===== src/logic/tcs_pkg.sv =====
package tcs_pkg;

  // ==========================================================
  // Geometry
  // ==========================================================
  localparam int TS_W = 5;
  localparam int ENTRY_ADDR_W = TS_W + 1;
  localparam int FIFO_DEPTH = 16;

  // Interface indices; a sample names the interface it is sent to.
  localparam logic SIDE_NET = 1'b0;
  localparam logic SIDE_DSX = 1'b1;

  // ==========================================================
  // Signaling codes
  // ==========================================================
  localparam logic [3:0] ABCD_ZEROS = 4'h0;
  localparam logic [3:0] ABCD_ONES = 4'hf;
  localparam logic [3:0] ABCD_ALT = 4'h5;
  localparam logic [3:0] ABCD_AB_MASK = 4'hc;

  // ==========================================================
  // Timing
  // ==========================================================
  localparam int CLK_KHZ = 10000;
  localparam int IDLE_FORCE_MS = 2000;
  localparam int IDLE_FORCE_CYCLES = IDLE_FORCE_MS * CLK_KHZ;
  localparam int TIMER_W = 25;

  // ==========================================================
  // Types
  // ==========================================================
  typedef enum logic [4:0] {
    SET_NONE, SET_RBS,
    SET_EM_IDLE, SET_EM_BUSY,
    SET_OFFICE_GND_IDLE, SET_OFFICE_GND_BUSY,
    SET_OFFICE_LOOP_IDLE, SET_OFFICE_LOOP_BUSY,
    SET_STATION_GND_IDLE, SET_STATION_GND_BUSY,
    SET_STATION_LOOP_IDLE, SET_STATION_LOOP_BUSY,
    SET_OFFICE_DIAL_IDLE, SET_OFFICE_DIAL_BUSY,
    SET_STATION_DIAL_IDLE, SET_STATION_DIAL_BUSY,
    SET_PLAR3_IDLE, SET_PLAR3_BUSY,
    SET_PLAR4_IDLE, SET_PLAR4_BUSY,
    SET_ORIG_IDLE, SET_ORIG_BUSY,
    SET_TERM_IDLE, SET_TERM_BUSY,
    SET_USER
  } tcs_setting_e;

  typedef struct packed {
    logic xconn;
    tcs_setting_e code;
    logic [3:0] user_abcd;
  } tcs_entry_s;

  localparam tcs_entry_s ENTRY_RESET = '{1'b0, SET_RBS, 4'h0};

  typedef struct packed {
    logic side;
    logic [TS_W-1:0] ts;
    tcs_entry_s entry;
  } tcs_cfg_s;

  typedef struct packed {
    logic dest;
    logic [TS_W-1:0] ts;
    logic [3:0] abcd;
  } tcs_sample_s;

  typedef struct packed {
    logic dest;
    logic [TS_W-1:0] ts;
    logic [3:0] abcd;
    logic sig_used;
    logic conditioned;
    logic ab_only;
  } tcs_out_s;

  typedef struct packed {
    logic los;
    logic oof;
    logic ais;
    logic d4;
  } tcs_line_s;

endpackage


===== src/logic/tcs_fifo.sv =====
`timescale 1ns/1ps
module tcs_fifo #(
  parameter int W = 10,
  parameter int DEPTH = 16
) (
  input wire logic clk,
  input wire logic rst,
  input wire logic in_valid,
  output logic in_ready,
  input wire logic [W-1:0] in_data,
  output logic out_valid,
  input wire logic out_ready,
  output logic [W-1:0] out_data
);
  localparam int AW = $clog2(DEPTH);

  // ==========================================================
  // Storage and pointers
  // ==========================================================
  logic [W-1:0] store_q [DEPTH];
  logic [AW-1:0] wr_reg, wr_next, rd_reg, rd_next;
  logic [AW:0] cnt_reg, cnt_next;
  logic ready_reg, ready_next, valid_reg, valid_next;
  logic push, pop;

  assign push = in_valid && ready_reg;
  assign pop = valid_reg && out_ready;
  assign in_ready = ready_reg;
  assign out_valid = valid_reg;
  assign out_data = store_q[rd_reg];

  always_comb begin
    wr_next = push ? wr_reg + 1'b1 : wr_reg;
    rd_next = pop ? rd_reg + 1'b1 : rd_reg;
    cnt_next = cnt_reg + (AW+1)'(push) - (AW+1)'(pop);
    ready_next = cnt_next != (AW+1)'(DEPTH);
    valid_next = cnt_next != '0;
  end

  always_ff @(posedge clk) begin
    if (rst) begin
      wr_reg <= '0;
      rd_reg <= '0;
      cnt_reg <= '0;
      ready_reg <= 1'b0;
      valid_reg <= 1'b0;
    end else begin
      wr_reg <= wr_next;
      rd_reg <= rd_next;
      cnt_reg <= cnt_next;
      ready_reg <= ready_next;
      valid_reg <= valid_next;
    end
  end

  always_ff @(posedge clk) begin
    if (push) begin
      store_q[wr_reg] <= in_data;
    end
  end
endmodule


===== src/logic/tcs_mem.sv =====
`timescale 1ns/1ps
module tcs_mem #(
  parameter int W = 10,
  parameter int AW = 6
) (
  input wire logic clk,
  input wire logic we,
  input wire logic [AW-1:0] waddr,
  input wire logic [W-1:0] wdata,
  input wire logic [AW-1:0] raddr,
  output logic [W-1:0] rdata
);
  logic [W-1:0] cells_q [2**AW];
  logic [W-1:0] rdata_reg;

  assign rdata = rdata_reg;

  // Read data is registered; a write and a read of the same cell in one
  // cycle returns the old contents.
  always_ff @(posedge clk) begin
    if (we) begin
      cells_q[waddr] <= wdata;
    end
    rdata_reg <= cells_q[raddr];
  end
endmodule


===== src/logic/tcs_signaling.sv =====
`timescale 1ns/1ps
// Contract
// RL1: Only cross-connected timeslots get conditioning applied.
// RL2: No-signaling setting passes clear channel untouched.
// RL3: Plain robbed-bit forwards bits without alarm.
// RL4: Plain robbed-bit sends all ones during alarm.
// RL5: D4 destination carries only A and B.
// RL6: E&M idle 0000, busy 1111.
// RL7: Office ground-start idle 1111, busy 0101.
// RL8: Office loop-start idle and busy 0101.
// RL9: Station ground-start idle 0101, busy 1111.
// RL10: Station loop-start idle 0101, busy 1111.
// RL11: Office dial-network idle 0000, busy 1111.
// RL12: Station dial-network idle 0000, busy 1111.
// RL13: PLAR D3 idle 0000, busy 1111.
// RL14: PLAR D4 idle 1111, busy 0000.
// RL15: Dial-pulse originate idle 0000, busy 1111.
// RL16: Dial-pulse terminate idle 0000, busy 1111.
// RL17: User setting sends its own four bits.
// RL18: DSX default mirrors network, office/station swapped.
// RL19: Leaving no-signaling loads DSX side default.
// RL20: Alarm declared on loss, out-of-frame or AIS.
// RL21: Alarm forces idle two seconds, then selection.
// RL22: User setting skips the idle phase.
// RL23: Hold code until alarm clears, then forward.
// RL24: Reset setting is plain robbed-bit both sides.
// RL25: Each direction of each timeslot kept apart.
module tcs_signaling #(
  parameter int COND_IDLE_CYCLES = tcs_pkg::IDLE_FORCE_CYCLES,
  parameter int FIFO_DEPTH = tcs_pkg::FIFO_DEPTH
) (
  input wire logic core_clk,
  input wire logic rst,
  input wire tcs_pkg::tcs_line_s [1:0] line_status,
  input wire logic in_valid,
  output logic in_ready,
  input wire tcs_pkg::tcs_sample_s in_sample,
  output logic out_valid,
  input wire logic out_ready,
  output tcs_pkg::tcs_out_s out_sample,
  input wire logic cfg_valid,
  output logic cfg_ready,
  input wire tcs_pkg::tcs_cfg_s cfg,
  output logic [1:0] carrier_group_alarm,
  output logic [1:0] idle_forcing
);
  localparam int SW = $bits(tcs_pkg::tcs_sample_s);
  localparam int EW = $bits(tcs_pkg::tcs_entry_s);
  localparam int AW = tcs_pkg::ENTRY_ADDR_W;
  localparam int TW = tcs_pkg::TIMER_W;
  localparam logic [TW-1:0] IDLE_END = TW'(COND_IDLE_CYCLES);

  typedef enum logic [2:0] {
    ST_INIT, ST_IDLE, ST_CFG_CHK, ST_CFG_DEF, ST_DATA
  } tcs_state_e;

  // ==========================================================
  // Signaling code tables
  // ==========================================================
  // Code sent during an alarm; force_idle selects the idle code of the
  // setting's family for the first phase of an alarm.
  function automatic logic [3:0] cond_code(
    input tcs_pkg::tcs_setting_e s,
    input logic force_idle
  );
    logic [3:0] c;
    c = tcs_pkg::ABCD_ONES;
    case (s)
      tcs_pkg::SET_EM_IDLE, tcs_pkg::SET_OFFICE_DIAL_IDLE,
      tcs_pkg::SET_STATION_DIAL_IDLE, tcs_pkg::SET_PLAR3_IDLE,
      tcs_pkg::SET_ORIG_IDLE, tcs_pkg::SET_TERM_IDLE: begin
        c = tcs_pkg::ABCD_ZEROS; // RL6 RL11 RL12 RL13 RL15 RL16
      end
      tcs_pkg::SET_EM_BUSY, tcs_pkg::SET_OFFICE_DIAL_BUSY,
      tcs_pkg::SET_STATION_DIAL_BUSY, tcs_pkg::SET_PLAR3_BUSY,
      tcs_pkg::SET_ORIG_BUSY, tcs_pkg::SET_TERM_BUSY: begin
        c = force_idle ? tcs_pkg::ABCD_ZEROS : tcs_pkg::ABCD_ONES;
      end
      tcs_pkg::SET_OFFICE_GND_IDLE: begin
        c = tcs_pkg::ABCD_ONES; // RL7
      end
      tcs_pkg::SET_OFFICE_GND_BUSY: begin
        c = force_idle ? tcs_pkg::ABCD_ONES : tcs_pkg::ABCD_ALT; // RL7
      end
      tcs_pkg::SET_OFFICE_LOOP_IDLE, tcs_pkg::SET_OFFICE_LOOP_BUSY: begin
        c = tcs_pkg::ABCD_ALT; // RL8
      end
      tcs_pkg::SET_STATION_GND_IDLE, tcs_pkg::SET_STATION_LOOP_IDLE: begin
        c = tcs_pkg::ABCD_ALT; // RL9 RL10
      end
      tcs_pkg::SET_STATION_GND_BUSY, tcs_pkg::SET_STATION_LOOP_BUSY: begin
        c = force_idle ? tcs_pkg::ABCD_ALT : tcs_pkg::ABCD_ONES; // RL9 RL10
      end
      tcs_pkg::SET_PLAR4_IDLE: begin
        c = tcs_pkg::ABCD_ONES; // RL14
      end
      tcs_pkg::SET_PLAR4_BUSY: begin
        c = force_idle ? tcs_pkg::ABCD_ONES : tcs_pkg::ABCD_ZEROS; // RL14
      end
      default: begin
        c = tcs_pkg::ABCD_ONES; // RL4
      end
    endcase
    return c;
  endfunction

  // Typical far-side partner of a network-side setting.
  function automatic tcs_pkg::tcs_setting_e dsx_default(
    input tcs_pkg::tcs_setting_e s
  );
    tcs_pkg::tcs_setting_e d;
    d = s;
    case (s) // RL18
      tcs_pkg::SET_OFFICE_GND_IDLE: d = tcs_pkg::SET_STATION_GND_IDLE;
      tcs_pkg::SET_OFFICE_GND_BUSY: d = tcs_pkg::SET_STATION_GND_BUSY;
      tcs_pkg::SET_OFFICE_LOOP_IDLE: d = tcs_pkg::SET_STATION_LOOP_IDLE;
      tcs_pkg::SET_OFFICE_LOOP_BUSY: d = tcs_pkg::SET_STATION_LOOP_BUSY;
      tcs_pkg::SET_STATION_GND_IDLE: d = tcs_pkg::SET_OFFICE_GND_IDLE;
      tcs_pkg::SET_STATION_GND_BUSY: d = tcs_pkg::SET_OFFICE_GND_BUSY;
      tcs_pkg::SET_STATION_LOOP_IDLE: d = tcs_pkg::SET_OFFICE_LOOP_IDLE;
      tcs_pkg::SET_STATION_LOOP_BUSY: d = tcs_pkg::SET_OFFICE_LOOP_BUSY;
      tcs_pkg::SET_OFFICE_DIAL_IDLE: d = tcs_pkg::SET_STATION_DIAL_IDLE;
      tcs_pkg::SET_OFFICE_DIAL_BUSY: d = tcs_pkg::SET_STATION_DIAL_BUSY;
      tcs_pkg::SET_STATION_DIAL_IDLE: d = tcs_pkg::SET_OFFICE_DIAL_IDLE;
      tcs_pkg::SET_STATION_DIAL_BUSY: d = tcs_pkg::SET_OFFICE_DIAL_BUSY;
      tcs_pkg::SET_ORIG_IDLE: d = tcs_pkg::SET_TERM_IDLE;
      tcs_pkg::SET_ORIG_BUSY: d = tcs_pkg::SET_TERM_BUSY;
      tcs_pkg::SET_TERM_IDLE: d = tcs_pkg::SET_ORIG_IDLE;
      tcs_pkg::SET_TERM_BUSY: d = tcs_pkg::SET_ORIG_BUSY;
      default: d = s;
    endcase
    return d;
  endfunction

  // ==========================================================
  // Alarm and idle timer per interface
  // ==========================================================
  logic [1:0] cga_reg, cga_next;
  logic [1:0] force_reg, force_next;
  logic [TW-1:0] tmr_reg [2];
  logic [TW-1:0] tmr_next [2];

  for (genvar g = 0; g < 2; g++) begin : g_line
    always_comb begin
      cga_next[g] = line_status[g].los | line_status[g].oof
                    | line_status[g].ais; // RL20
      if (!cga_reg[g]) begin
        tmr_next[g] = '0;
      end else if (tmr_reg[g] != IDLE_END) begin
        tmr_next[g] = tmr_reg[g] + 1'b1; // RL21
      end else begin
        tmr_next[g] = tmr_reg[g];
      end
      force_next[g] = cga_next[g] && (!cga_reg[g] || tmr_next[g] != IDLE_END);
    end

    always_ff @(posedge core_clk) begin
      if (rst) begin
        cga_reg[g] <= 1'b0;
        force_reg[g] <= 1'b0;
        tmr_reg[g] <= '0;
      end else begin
        cga_reg[g] <= cga_next[g];
        force_reg[g] <= force_next[g];
        tmr_reg[g] <= tmr_next[g];
      end
    end
  end

  assign carrier_group_alarm = cga_reg;
  assign idle_forcing = force_reg;

  // ==========================================================
  // Input buffer and setting store
  // ==========================================================
  logic fifo_valid, fifo_pop;
  logic [SW-1:0] fifo_data;
  logic mem_we;
  logic [AW-1:0] mem_waddr, mem_raddr;
  tcs_pkg::tcs_entry_s mem_wdata, mem_rdata;

  tcs_fifo #(.W(SW), .DEPTH(FIFO_DEPTH)) u_fifo (
    .clk(core_clk),
    .rst(rst),
    .in_valid(in_valid),
    .in_ready(in_ready),
    .in_data(in_sample),
    .out_valid(fifo_valid),
    .out_ready(fifo_pop),
    .out_data(fifo_data)
  );

  // One entry per direction of every timeslot, addressed {dest, ts}.
  tcs_mem #(.W(EW), .AW(AW)) u_mem ( // RL25
    .clk(core_clk),
    .we(mem_we),
    .waddr(mem_waddr),
    .wdata(mem_wdata),
    .raddr(mem_raddr),
    .rdata(mem_rdata)
  );

  // ==========================================================
  // Control sequencer
  // ==========================================================
  tcs_state_e state_reg, state_next;
  logic [AW-1:0] init_reg, init_next;
  tcs_pkg::tcs_cfg_s cfg_reg, cfg_next;
  tcs_pkg::tcs_sample_s smp_reg, smp_next;
  tcs_pkg::tcs_out_s out_reg, out_next;
  logic out_valid_reg, out_valid_next;
  logic cfg_ready_reg, cfg_ready_next;
  logic slot_free, cfg_take;

  assign slot_free = !out_valid_reg || out_ready;
  assign cfg_take = cfg_valid && cfg_ready_reg;
  assign fifo_pop = (state_reg == ST_IDLE) && !cfg_take && slot_free;
  assign out_valid = out_valid_reg;
  assign out_sample = out_reg;
  assign cfg_ready = cfg_ready_reg;

  always_comb begin
    logic src;
    logic [3:0] code;
    src = 1'b0;
    code = '0;
    state_next = state_reg;
    init_next = init_reg;
    cfg_next = cfg_reg;
    smp_next = smp_reg;
    out_next = out_reg;
    out_valid_next = out_valid_reg && !out_ready;
    mem_we = 1'b0;
    mem_waddr = init_reg;
    mem_wdata = tcs_pkg::ENTRY_RESET;
    mem_raddr = {fifo_data[SW-1], fifo_data[SW-2 -: tcs_pkg::TS_W]};
    case (state_reg)
      ST_INIT: begin
        // Fill every entry before buffered traffic is looked up or settings are accepted.
        mem_we = 1'b1; // RL24
        init_next = init_reg + 1'b1;
        if (init_reg == '1) begin
          state_next = ST_IDLE;
        end
      end
      ST_IDLE: begin
        if (cfg_take) begin
          cfg_next = cfg;
          mem_raddr = {cfg.side, cfg.ts};
          state_next = ST_CFG_CHK;
        end else if (fifo_pop && fifo_valid) begin
          smp_next = fifo_data;
          state_next = ST_DATA;
        end
      end
      ST_CFG_CHK: begin
        mem_we = 1'b1;
        mem_waddr = {cfg_reg.side, cfg_reg.ts};
        mem_wdata = cfg_reg.entry;
        if (cfg_reg.side == tcs_pkg::SIDE_NET
            && mem_rdata.code == tcs_pkg::SET_NONE
            && cfg_reg.entry.code != tcs_pkg::SET_NONE) begin
          state_next = ST_CFG_DEF; // RL19
        end else begin
          state_next = ST_IDLE;
        end
      end
      ST_CFG_DEF: begin
        mem_we = 1'b1;
        mem_waddr = {tcs_pkg::SIDE_DSX, cfg_reg.ts};
        mem_wdata = cfg_reg.entry;
        mem_wdata.code = dsx_default(cfg_reg.entry.code); // RL18 RL19
        state_next = ST_IDLE;
      end
      ST_DATA: begin
        src = !smp_reg.dest;
        out_next.dest = smp_reg.dest;
        out_next.ts = smp_reg.ts;
        out_next.abcd = smp_reg.abcd;
        out_next.sig_used = mem_rdata.code != tcs_pkg::SET_NONE; // RL2
        out_next.conditioned = 1'b0;
        out_next.ab_only = 1'b0;
        if (out_next.sig_used) begin
          // Conditioning lasts exactly as long as the source alarm.
          if (mem_rdata.xconn && cga_reg[src]) begin // RL1 RL23
            if (mem_rdata.code == tcs_pkg::SET_USER) begin
              code = mem_rdata.user_abcd; // RL17 RL22
            end else begin
              code = cond_code(mem_rdata.code, force_reg[src]); // RL21
            end
            out_next.abcd = code;
            out_next.conditioned = 1'b1;
          end
          if (line_status[smp_reg.dest].d4) begin
            out_next.abcd = out_next.abcd & tcs_pkg::ABCD_AB_MASK; // RL5
            out_next.ab_only = 1'b1;
          end
        end
        out_valid_next = 1'b1; // RL3
        state_next = ST_IDLE;
      end
      default: begin
        state_next = ST_IDLE;
      end
    endcase
    cfg_ready_next = state_next == ST_IDLE && !(state_reg == ST_IDLE
                     && cfg_take);
  end

  always_ff @(posedge core_clk) begin
    if (rst) begin
      state_reg <= ST_INIT;
      init_reg <= '0;
      cfg_reg <= '0;
      smp_reg <= '0;
      out_reg <= '0;
      out_valid_reg <= 1'b0;
      cfg_ready_reg <= 1'b0;
    end else begin
      state_reg <= state_next;
      init_reg <= init_next;
      cfg_reg <= cfg_next;
      smp_reg <= smp_next;
      out_reg <= out_next;
      out_valid_reg <= out_valid_next;
      cfg_ready_reg <= cfg_ready_next;
    end
  end
endmodule


===== config.mk =====
export PLATFORM = sky130hd
export DESIGN_NAME = tcs_signaling
export DESIGN_NICKNAME = d
export VERILOG_FILES = /design/src/logic/tcs_pkg.sv /design/src/logic/tcs_fifo.sv /design/src/logic/tcs_mem.sv /design/src/logic/tcs_signaling.sv
export SDC_FILE = /design/constraint.sdc
export NUM_CORES = 1
export LEC_CHECK = 0
export ABC_AREA = 1
export BUFFER_PORTS_ARGS = -buffer_cell sky130_fd_sc_hd__buf_2
export CORE_AREA = 2 2 293 353
export CTS_CLUSTER_SIZE = 24
export DETAILED_ROUTE_END_ITERATION = 7
export DIE_AREA = 0 0 295 355
export GPL_ROUTABILITY_DRIVEN = 0
export GPL_TIMING_DRIVEN = 1
export MAX_ROUTING_LAYER = met4
export PLACE_DENSITY = 0.63
export SETUP_SLACK_MARGIN = 0.05
export SLEW_MARGIN = 20
export SYNTH_ARGS = -nofsm -noshare
export SYNTH_HDL_FRONTEND = slang
export SYNTH_HIERARCHICAL = 1
export SYNTH_SLANG_ARGS = --single-unit

===== constraint.sdc =====
create_clock -name core_clk -period 8.7 [get_ports core_clk]
set_clock_uncertainty 0.05 [all_clocks]
set_input_delay 0.435 -clock core_clk [delete_from_list [all_inputs] [get_ports core_clk]]
set_output_delay 0.435 -clock core_clk [all_outputs]
set_load 0.05 [all_outputs]

Yosys cells after proc, flatten, opt, wreduce, memory -nomap -nowiden
Memories as Yosys holds them, arrays and structs flattened. A register that Yosys moved wholly into a read port is not among the register bits. Index checks and enable logic that the tools add are counted. Widths: inputs -> output; s select.

$add $sub $neg: 7. Multiply operators: 0. Div/mod/pow operators: 0. Order comparisons: 2. Equal/unequal tests: 48. Shift operators: 0. Mux-type cells: 45. Bitwise logic cells: 8. Reduce and logical (&&, ||, !) cells: 35.

Operators with widths (count): $mux 25 (6); $ne 25x25->1 const B (4); $eq 5x4->1 const B (16); $pmux 5 s16 (1); $eq 5x5->1 const B (12); $add 25x1->25 const B (2); $mux 4 (9); $eq 5x3->1 const B (7); $pmux 4 s6 (1); $pmux 10 s2 (1); $mux 1 (17); $reduce_bool 5->1 (3); $logic_and 1x1->1 (13); $mux 6 (2); $pmux 6 s2 (1); $reduce_or 6->1 (2); $eq 5x2->1 const B (2); $mux 3 (3); $pmux 3 s3 (1); $add 4x1->4 const B (2); $logic_not 1->1 (7); $add 6x1->6 const B (1); $eq 3x1->1 const B (2); $eq 3x2->1 const B (2); 17 further kinds (28).

Register bits: 69. Bits in latches: 0. Bits in writable memories: 850. Bits in read-only memories: 0. Output and inout port bits: 20. Logic and storage cells: 175. Memories kept: 3.

Memories: u_mem.cells_q (depth 64, width 10, read ports 1, clocked after memory_dff 1, write ports 1, line tcs_mem.sv:13) `logic [W-1:0] cells_q [2**AW];`; u_fifo.store_q (depth 16, width 10, read ports 1, clocked after memory_dff 1, write ports 1, line tcs_fifo.sv:20) `logic [W-1:0] store_q [DEPTH];`; tmr_reg (depth 2, width 25, read ports 2, clocked after memory_dff 0, write ports 2, line tcs_signaling.sv:140) `logic [TW-1:0] tmr_reg [2];`.

Longest topological paths before layout
Gate-level depths: netlist of run 1.

Depth after elaboration: 10. Mapped depth: 23. Mapped depth without buffers: 18.

Hierarchy
Netlist of run 1, hierarchy kept.

Modules (own cells, without submodules): tcs_mem (instances 1, cells an instance 2233, area each 26436.6 sq um, seq. area each 19418.6 sq um); tcs_fifo (instances 1, cells an instance 789, area each 7853.8 sq um, seq. area each 5185.0 sq um); tcs_signaling (instances 1, cells an instance 961, area each 5928.2 sq um, seq. area each 2082.0 sq um).

Least setup slack after synthesis of run 1
Ideal clock, no wire load.

Path type: register -> register. Start: register state_reg[1]. End: memory u_mem.cells_q[0][7] (data pin). Setup time: 702 ps. Arrival: 3577 ps. Path slack: 4371 ps. Stages on the path, launching flop included: 7. Buffers on the path: 0. Period minus slack after synthesis: 4329 ps. Path through: dfxtp_1 inv_1 nor2_1 inv_1 nor2_1 inv_1 o21ai_0.

RTL lines: from (decl) (line tcs_signaling.sv:206) `tcs_state_e state_reg, state_next;`; from (signal assigned) (line tcs_signaling.sv:320) `state_reg <= state_next;`; to (decl) (line tcs_mem.sv:13).

==> impl_metrics.json, run 1 <==
{
  "ff2ff_setup_slack_ns": 3.11,
  "totalWireLength_mm": 103,
  "clock_path_buffers": 3,
  "grt_remaining_overflow": 0,
  "synth-adder-area-share": 0.00485,
  "syn_inst": 3983,
  "cp_cell_sequence": "buf_4 > inv_6 > nand2_1 > nand2_1 > nand2_1 > nand3_1 > nand3_1 > nand2_1 > nand2_1 > nand2_4 > inv_4 > buf_4 > nand3_1 > nand3_1 > nand2_1 > nand2_1 > nand3_1 > nand3_1 > nand2_1",
  "io_buffers": 58,
  "post_cts_buffers": 0,
  "grt_antenna_before_repair": 6,
  "p_per_area_nw_per_um2": 235,
  "die_w_um": 295,
  "vias": 28162,
  "crit_fanout": 81,
  "grt_max_degree": 196,
  "wire_per_inst_um": 19.0,
  "synth_compound_area_frac": 0.0160,
  "num_io_pins": 59,
  "insertion_delay_ns": 0.67,
  "floorplan.die_area_um2": 105000,
  "slew_viol_final": 0,
  "hold_viol": 0,
  "cts_tree": "yes",
  "fillers": 9372,
  "first_pass_iters": 6,
  "critical_path_class": "flop to flop",
  "ant_nets": 0,
  "synth_flop_cell": "edfxtp_1",
  "syn_nets": 4037,
  "seq_area_um2": 26700,
  "post-route-period-util": 0.643,
  "ir_drop_v": 0.000209,
  "worst_ep_required_time_ns": 9.20,
  "cts-root-buf": "clkbuf_16",
  "status": "complete, no violations",
  "drive_above_1_share": 0.0804,
  "synth_xor_area_frac": 0.00196,
  "muxShareOfSynthArea": 0,
  "yosys_warnings": 6,
  "synth_top_family_by_area": "simple AND/OR/NAND/NOR gates",
  "worst_hold_path.num_cells": 3,
  "drtIter0Drc": 2798,
  "tns_ns": 0,
  "drc": 0,
  "slew_headroom": 0.230,
  "min_path_type": "input port to flop",
  "synth-async-reset-ratio": 0,
  "synth_area_per_cell_um2": 10.1,
  "crit_path_top_delay_cell": "inv_4",
  "worstRegToRegCells": 19,
  "coreArea_um2": 101000,
  "finalSetupViolCount": 0,
  "arrival_ns": 6.09,
  "synth_edf_count": 800,
  "placed_area_um2": 41600,
  "path_clk_slew_ns": 0.06,
  "multiInputGateArea_um2": 11500,
  "clock.fmax_mhz": 179,
  "cts_buffers": 96,
  "cts_sinks": 933,
  "max_cap_viol_count": 0,
  "synth-seq-area-share": 0.664,
  "layout_min_cycle_time_ns": 5.59,
  "syn_to_final_growth_pct": 11.7,
  "yosys.area_share.simple": 0.258,
  "dieHeight_um": 355,
  "largest_register_ff_count": 640,
  "syn_area_um2": 40200,
  "hold_buffers": 2,
  "tightest_slew_ns": 1.15,
  "place_hpwl_mm": 59.8,
  "synth.distinct_cells": 45,
  "via_per_inst": 5.18,
  "synth-seq-cells": 933,
  "rsz0062_at_grt": "false",
  "crit_family": "buffers and inverters",
  "grt_pass1_wl_mm": 158,
  "cpPeakStageDelay_ns": 0.82,
  "cp-end-kind": "flop",
  "groute.usage.overall": 0.201,
  "cellLeakagePower_nw": 16.9,
  "postLayoutCellArea_um2": 44900,
  "cts_resized": 0,
  "core.rowCount": 128,
  "htreeDepth": 3,
  "startpoint_type": "flop",
  "critical_path_buf_inv_count": 4,
  "whs_endpoint": "carrier_group_alarm[1]",
  "grt_pass1_vias": 26864,
  "worst_path_most_repeated_cell": "nand2_1",
  "r2r_end": "u_mem/rdata[5]",
  "finalNetCount": 4040,
  "hold_start": "line_status[5]",
  "start_util": 0.398
}
[area by class of cell]
cell class | count | area share
Antenna cell | 3 | 0.000167
Clock buffer | 115 | 0.0565
Clock inverter | 64 | 0.0172
Inverter | 280 | 0.0240
Multi-Input combinational cell | 2575 | 0.256
Sequential cell | 933 | 0.594
Tap cell | 1365 | 0.0380
Timing Repair Buffer | 100 | 0.0139
[per-stage QoR]
step,std cells,util,total power [W],hold WS [ns],worst slack (ns)
6_report,5435,0.444,0.0105,0.0169,3.11
5_1_grt,5435,0.444,0.0109,0.0386,2.70
4_1_cts,5432,0.444,0.0106,0.00000844,3.12
3_5_place_dp,5251,0.411,0.00632,0.398,3.15
3_3_place_gp,5251,0.411,0.00631,0.399,3.17
2_1_floorplan,3983,-,0.00594,0.380,4.37
[layout by cell type (no fill, tap or decap), types with 54 or more instances in the layout]
master | netlist | routed
nor2_1 | 298 | 280
clkbuf_16 | 0 | 99
a21oi_1 | 57 | 56
dfxtp_1 | 133 | 132
edfxtp_1 | 800 | 800
nand3_1 | 743 | 743
o21ai_0 | 55 | 54
inv_1 | 266 | 266
buf_2 | 79 | 58
nand2_1 | 1278 | 1274
[routing by layer]
layer / global-route usage / vias up / share of wire
met5: - / - / 0
met4: 0.0738 / 0 / 0.034
met1: 0.255 / 13497 / 0.41
met2: 0.331 / 1030 / 0.49
met3: 0.0255 / 193 / 0.070
li1: - / 13442 / -
[power breakdown]
part           switching (W)  internal (W)  total, W
Combinational       0.000950      0.000349   0.00130
Clock                0.00175       0.00254   0.00429
Sequential         0.0000690       0.00488   0.00495
[cells in the mapped netlist (3+ instances only)]
| cell type | instances | share of area |
|---|---|---|
| nor2_4 | 5 | 0.0014 |
| buf_4 | 11 | 0.0021 |
| a21oi_1 | 57 | 0.0071 |
| clkbuf_1 | 46 | 0.0043 |
| o21bai_1 | 4 | 0.00075 |
| inv_1 | 266 | 0.025 |
| dfxtp_1 | 133 | 0.066 |
| inv_2 | 5 | 0.00047 |
| nand2_2 | 8 | 0.0012 |
| edfxtp_1 | 800 | 0.60 |
| nor3_1 | 30 | 0.0037 |
| nand3_2 | 7 | 0.0017 |
| nor3_2 | 3 | 0.00075 |
| nand2_1 | 1278 | 0.12 |
| ha_1 | 14 | 0.0044 |
| nor2_2 | 8 | 0.0012 |
| nand4_1 | 30 | 0.0047 |
| o21ai_0 | 55 | 0.0068 |
| nand3b_1 | 3 | 0.00056 |
| clkinv_1 | 4 | 0.00037 |
| nand3_1 | 743 | 0.092 |
| nor4_1 | 10 | 0.0016 |
| buf_1 | 18 | 0.0017 |
| xor2_1 | 7 | 0.0015 |
| buf_2 | 79 | 0.0098 |
| buf_6 | 36 | 0.010 |
| nor2_1 | 298 | 0.028 |
[how the worst max path moves through the flow]
stage / slack, ns / cells past startpoint / endpoint
after floorplan: 4.37 / 6 / u_mem/cells_q[0][7]
after detailed placement: 3.15 / 19 / u_mem/rdata[4]
after global routing: 2.70 / 19 / u_mem/rdata[4]
after global placement: 3.17 / 20 / u_mem/rdata[4]
final: 3.11 / 19 / u_mem/rdata[5]
after CTS: 3.12 / 19 / u_mem/rdata[4]
[worst min-delay path, cell delays in order]
cell    delay, ns
buf_2        0.07
nor3_1       0.04
nor2_1       0.13
[cells by family after synthesis]
group | after synthesis
xor+xnor | 9
compound gates | 124
simple gates | 2427
buf+inv | 475
flops | 933
fa+ha+maj | 15
Note: power is estimated with default switching activity, not from simulation.
==> run 2, diff against run 1 <==
==> constraint.sdc (replaced) <==
create_clock -name core_clk -period 5.15 [get_ports core_clk]
set_clock_uncertainty 0.05 [all_clocks]
set_input_delay 0.2575 -clock core_clk [delete_from_list [all_inputs] [get_ports core_clk]]
set_output_delay 0.2575 -clock core_clk [all_outputs]
set_load 0.05 [all_outputs]
==> impl_metrics.json, run 2 (synthesis results as in run 1) <==
{
  "wl_met1_mm": 42.1,
  "post-place-ws_ns": 1.08,
  "path_clk_slew_ns": 0.06,
  "arrival_ns": 4.22,
  "start_util": 0.398,
  "htreeDepth": 3,
  "io_buffers": 58,
  "wire_per_inst_um": 18.5,
  "core.rowCount": 128,
  "grt_remaining_overflow": 0,
  "coreArea_um2": 101000,
  "die_w_um": 295,
  "drtIter0Drc": 2391,
  "totalWireLength_mm": 101,
  "syn_to_final_growth_pct": 12.6,
  "insertion_delay_ns": 0.65,
  "clock.fmax_mhz": 250,
  "holdWs_ns": 0.0711,
  "layout_min_cycle_time_ns": 4.01,
  "crit_fanout": 13,
  "met3_length_mm": 6.29,
  "slew_headroom": 0.225,
  "tightest_slew_ns": 1.16,
  "grt_antenna_before_repair": 2,
  "vias": 27885,
  "cts-root-buf": "clkbuf_16",
  "tns_ns": 0,
  "crit_start": "state_reg[1]",
  "grt_pass1_vias": 26740,
  "cts_tree": "yes",
  "worstRegToRegCells": 10,
  "post_cts_buffers": 0,
  "largest_register_ff_count": 640,
  "critical_path_class": "flop to flop",
  "clock_path_buffers": 3,
  "fin_ws_ns": 1.14,
  "grt_max_degree": 191,
  "worst_ep_required_time_ns": 5.36,
  "groute.usage.overall": 0.198,
  "drive_above_1_share": 0.0822,
  "post-route-period-util": 0.778,
  "place_hpwl_mm": 61.8,
  "grt_pass1_wl_mm": 155,
  "worst_hold_path.num_cells": 6,
  "via_per_inst": 5.08,
  "finalPower_w": 0.0174,
  "cellLeakagePower_nw": 17.1,
  "final_cell_mix": "1274 x nand2_1, 800 x edfxtp_1, 743 x nand3_1",
  "num_io_pins": 59,
  "startpoint_type": "flop",
  "drc": 0,
  "placed_area_um2": 41900,
  "floorplan.die_area_um2": 105000,
  "cp-end-kind": "flop",
  "regToRegStartpoint": "state_reg[1]",
  "hold_start": "line_status[4]",
  "route.top_layer_used": "met4",
  "slew_viol_final": 0,
  "cts_sinks": 933,
  "postLayoutCellArea_um2": 45300,
  "max_cap_viol_count": 0,
  "finalSetupViolCount": 0,
  "first_pass_iters": 5,
  "wl_met2_mm": 50.0,
  "cts_buffers": 94,
  "ir_drop_v": 0.000279,
  "final_common_cell": "nand2_1",
  "rsz0062_at_grt": "false",
  "dieHeight_um": 355,
  "ant_nets": 0,
  "hold_viol": 0,
  "finalNetCount": 4099,
  "status": "complete, no violations",
  "min_path_type": "input port to flop",
  "p_per_area_nw_per_um2": 384
}
run 2: metrics by stage:
stage | cells | utilization
final | 5489 | 0.448
after global routing | 5489 | 0.448
after CTS | 5486 | 0.448
after detailed placement | 5279 | 0.414
after global placement | 5278 | 0.414
after floorplan | 3983 | -
run 2: cell type report:
cell class              instances  area (um^2)
inverters                     280         1070
clock inverters                50          490
flip-flops and latches        933        26700
repair buffers                161         1300
clock buffers                 123         2570
well taps                    1365         1710
diodes                          2         5.00
multi-input cells            2575        11500
fillers                      9414        55800
run 2: critical path, cell delays in order (launching register included):
cell and delay [ns]:
dfxtp_1 0.35, inv_1 0.06, nor2_1 0.50, inv_1 0.09, buf_4 0.24, nand2_1 0.07
o21ai_0 0.07, buf_4 0.18, inv_1 0.24, nand4_1 0.64, nor2_1 1.11
run 2: repair_timing:
| action | CTS | global route |
|---|---|---|
| hold buffers | 34 | 0 |
| endpoints found under the hold margin | 184 | 0 |
| setup endpoints to repair | 0 | 0 |
| gates resized for setup | 0 | 0 |
run 2: worst paths after layout:
check	end	slack, ns
setup / recovery	u_mem/cells_q[29][0]	1.14
hold / removal	out_sample[3]	0.07
setup reg to reg	u_mem/cells_q[29][0]	1.14
hold reg to reg	smp_reg[0]	0.43
run 2: layer usage:
layer / up-vias / track usage
li1: 13584 / -
met1: 13312 / 0.247
met2: 814 / 0.326
met3: 175 / 0.0328
met4: 0 / 0.0668
met5: - / -
run 2: where the power goes:
part | switching (W) | total, W | internal, W
registers | 0.000101 | 0.00834 | 0.00824
logic | 0.00162 | 0.00225 | 0.000637
clock network | 0.00283 | 0.00680 | 0.00397
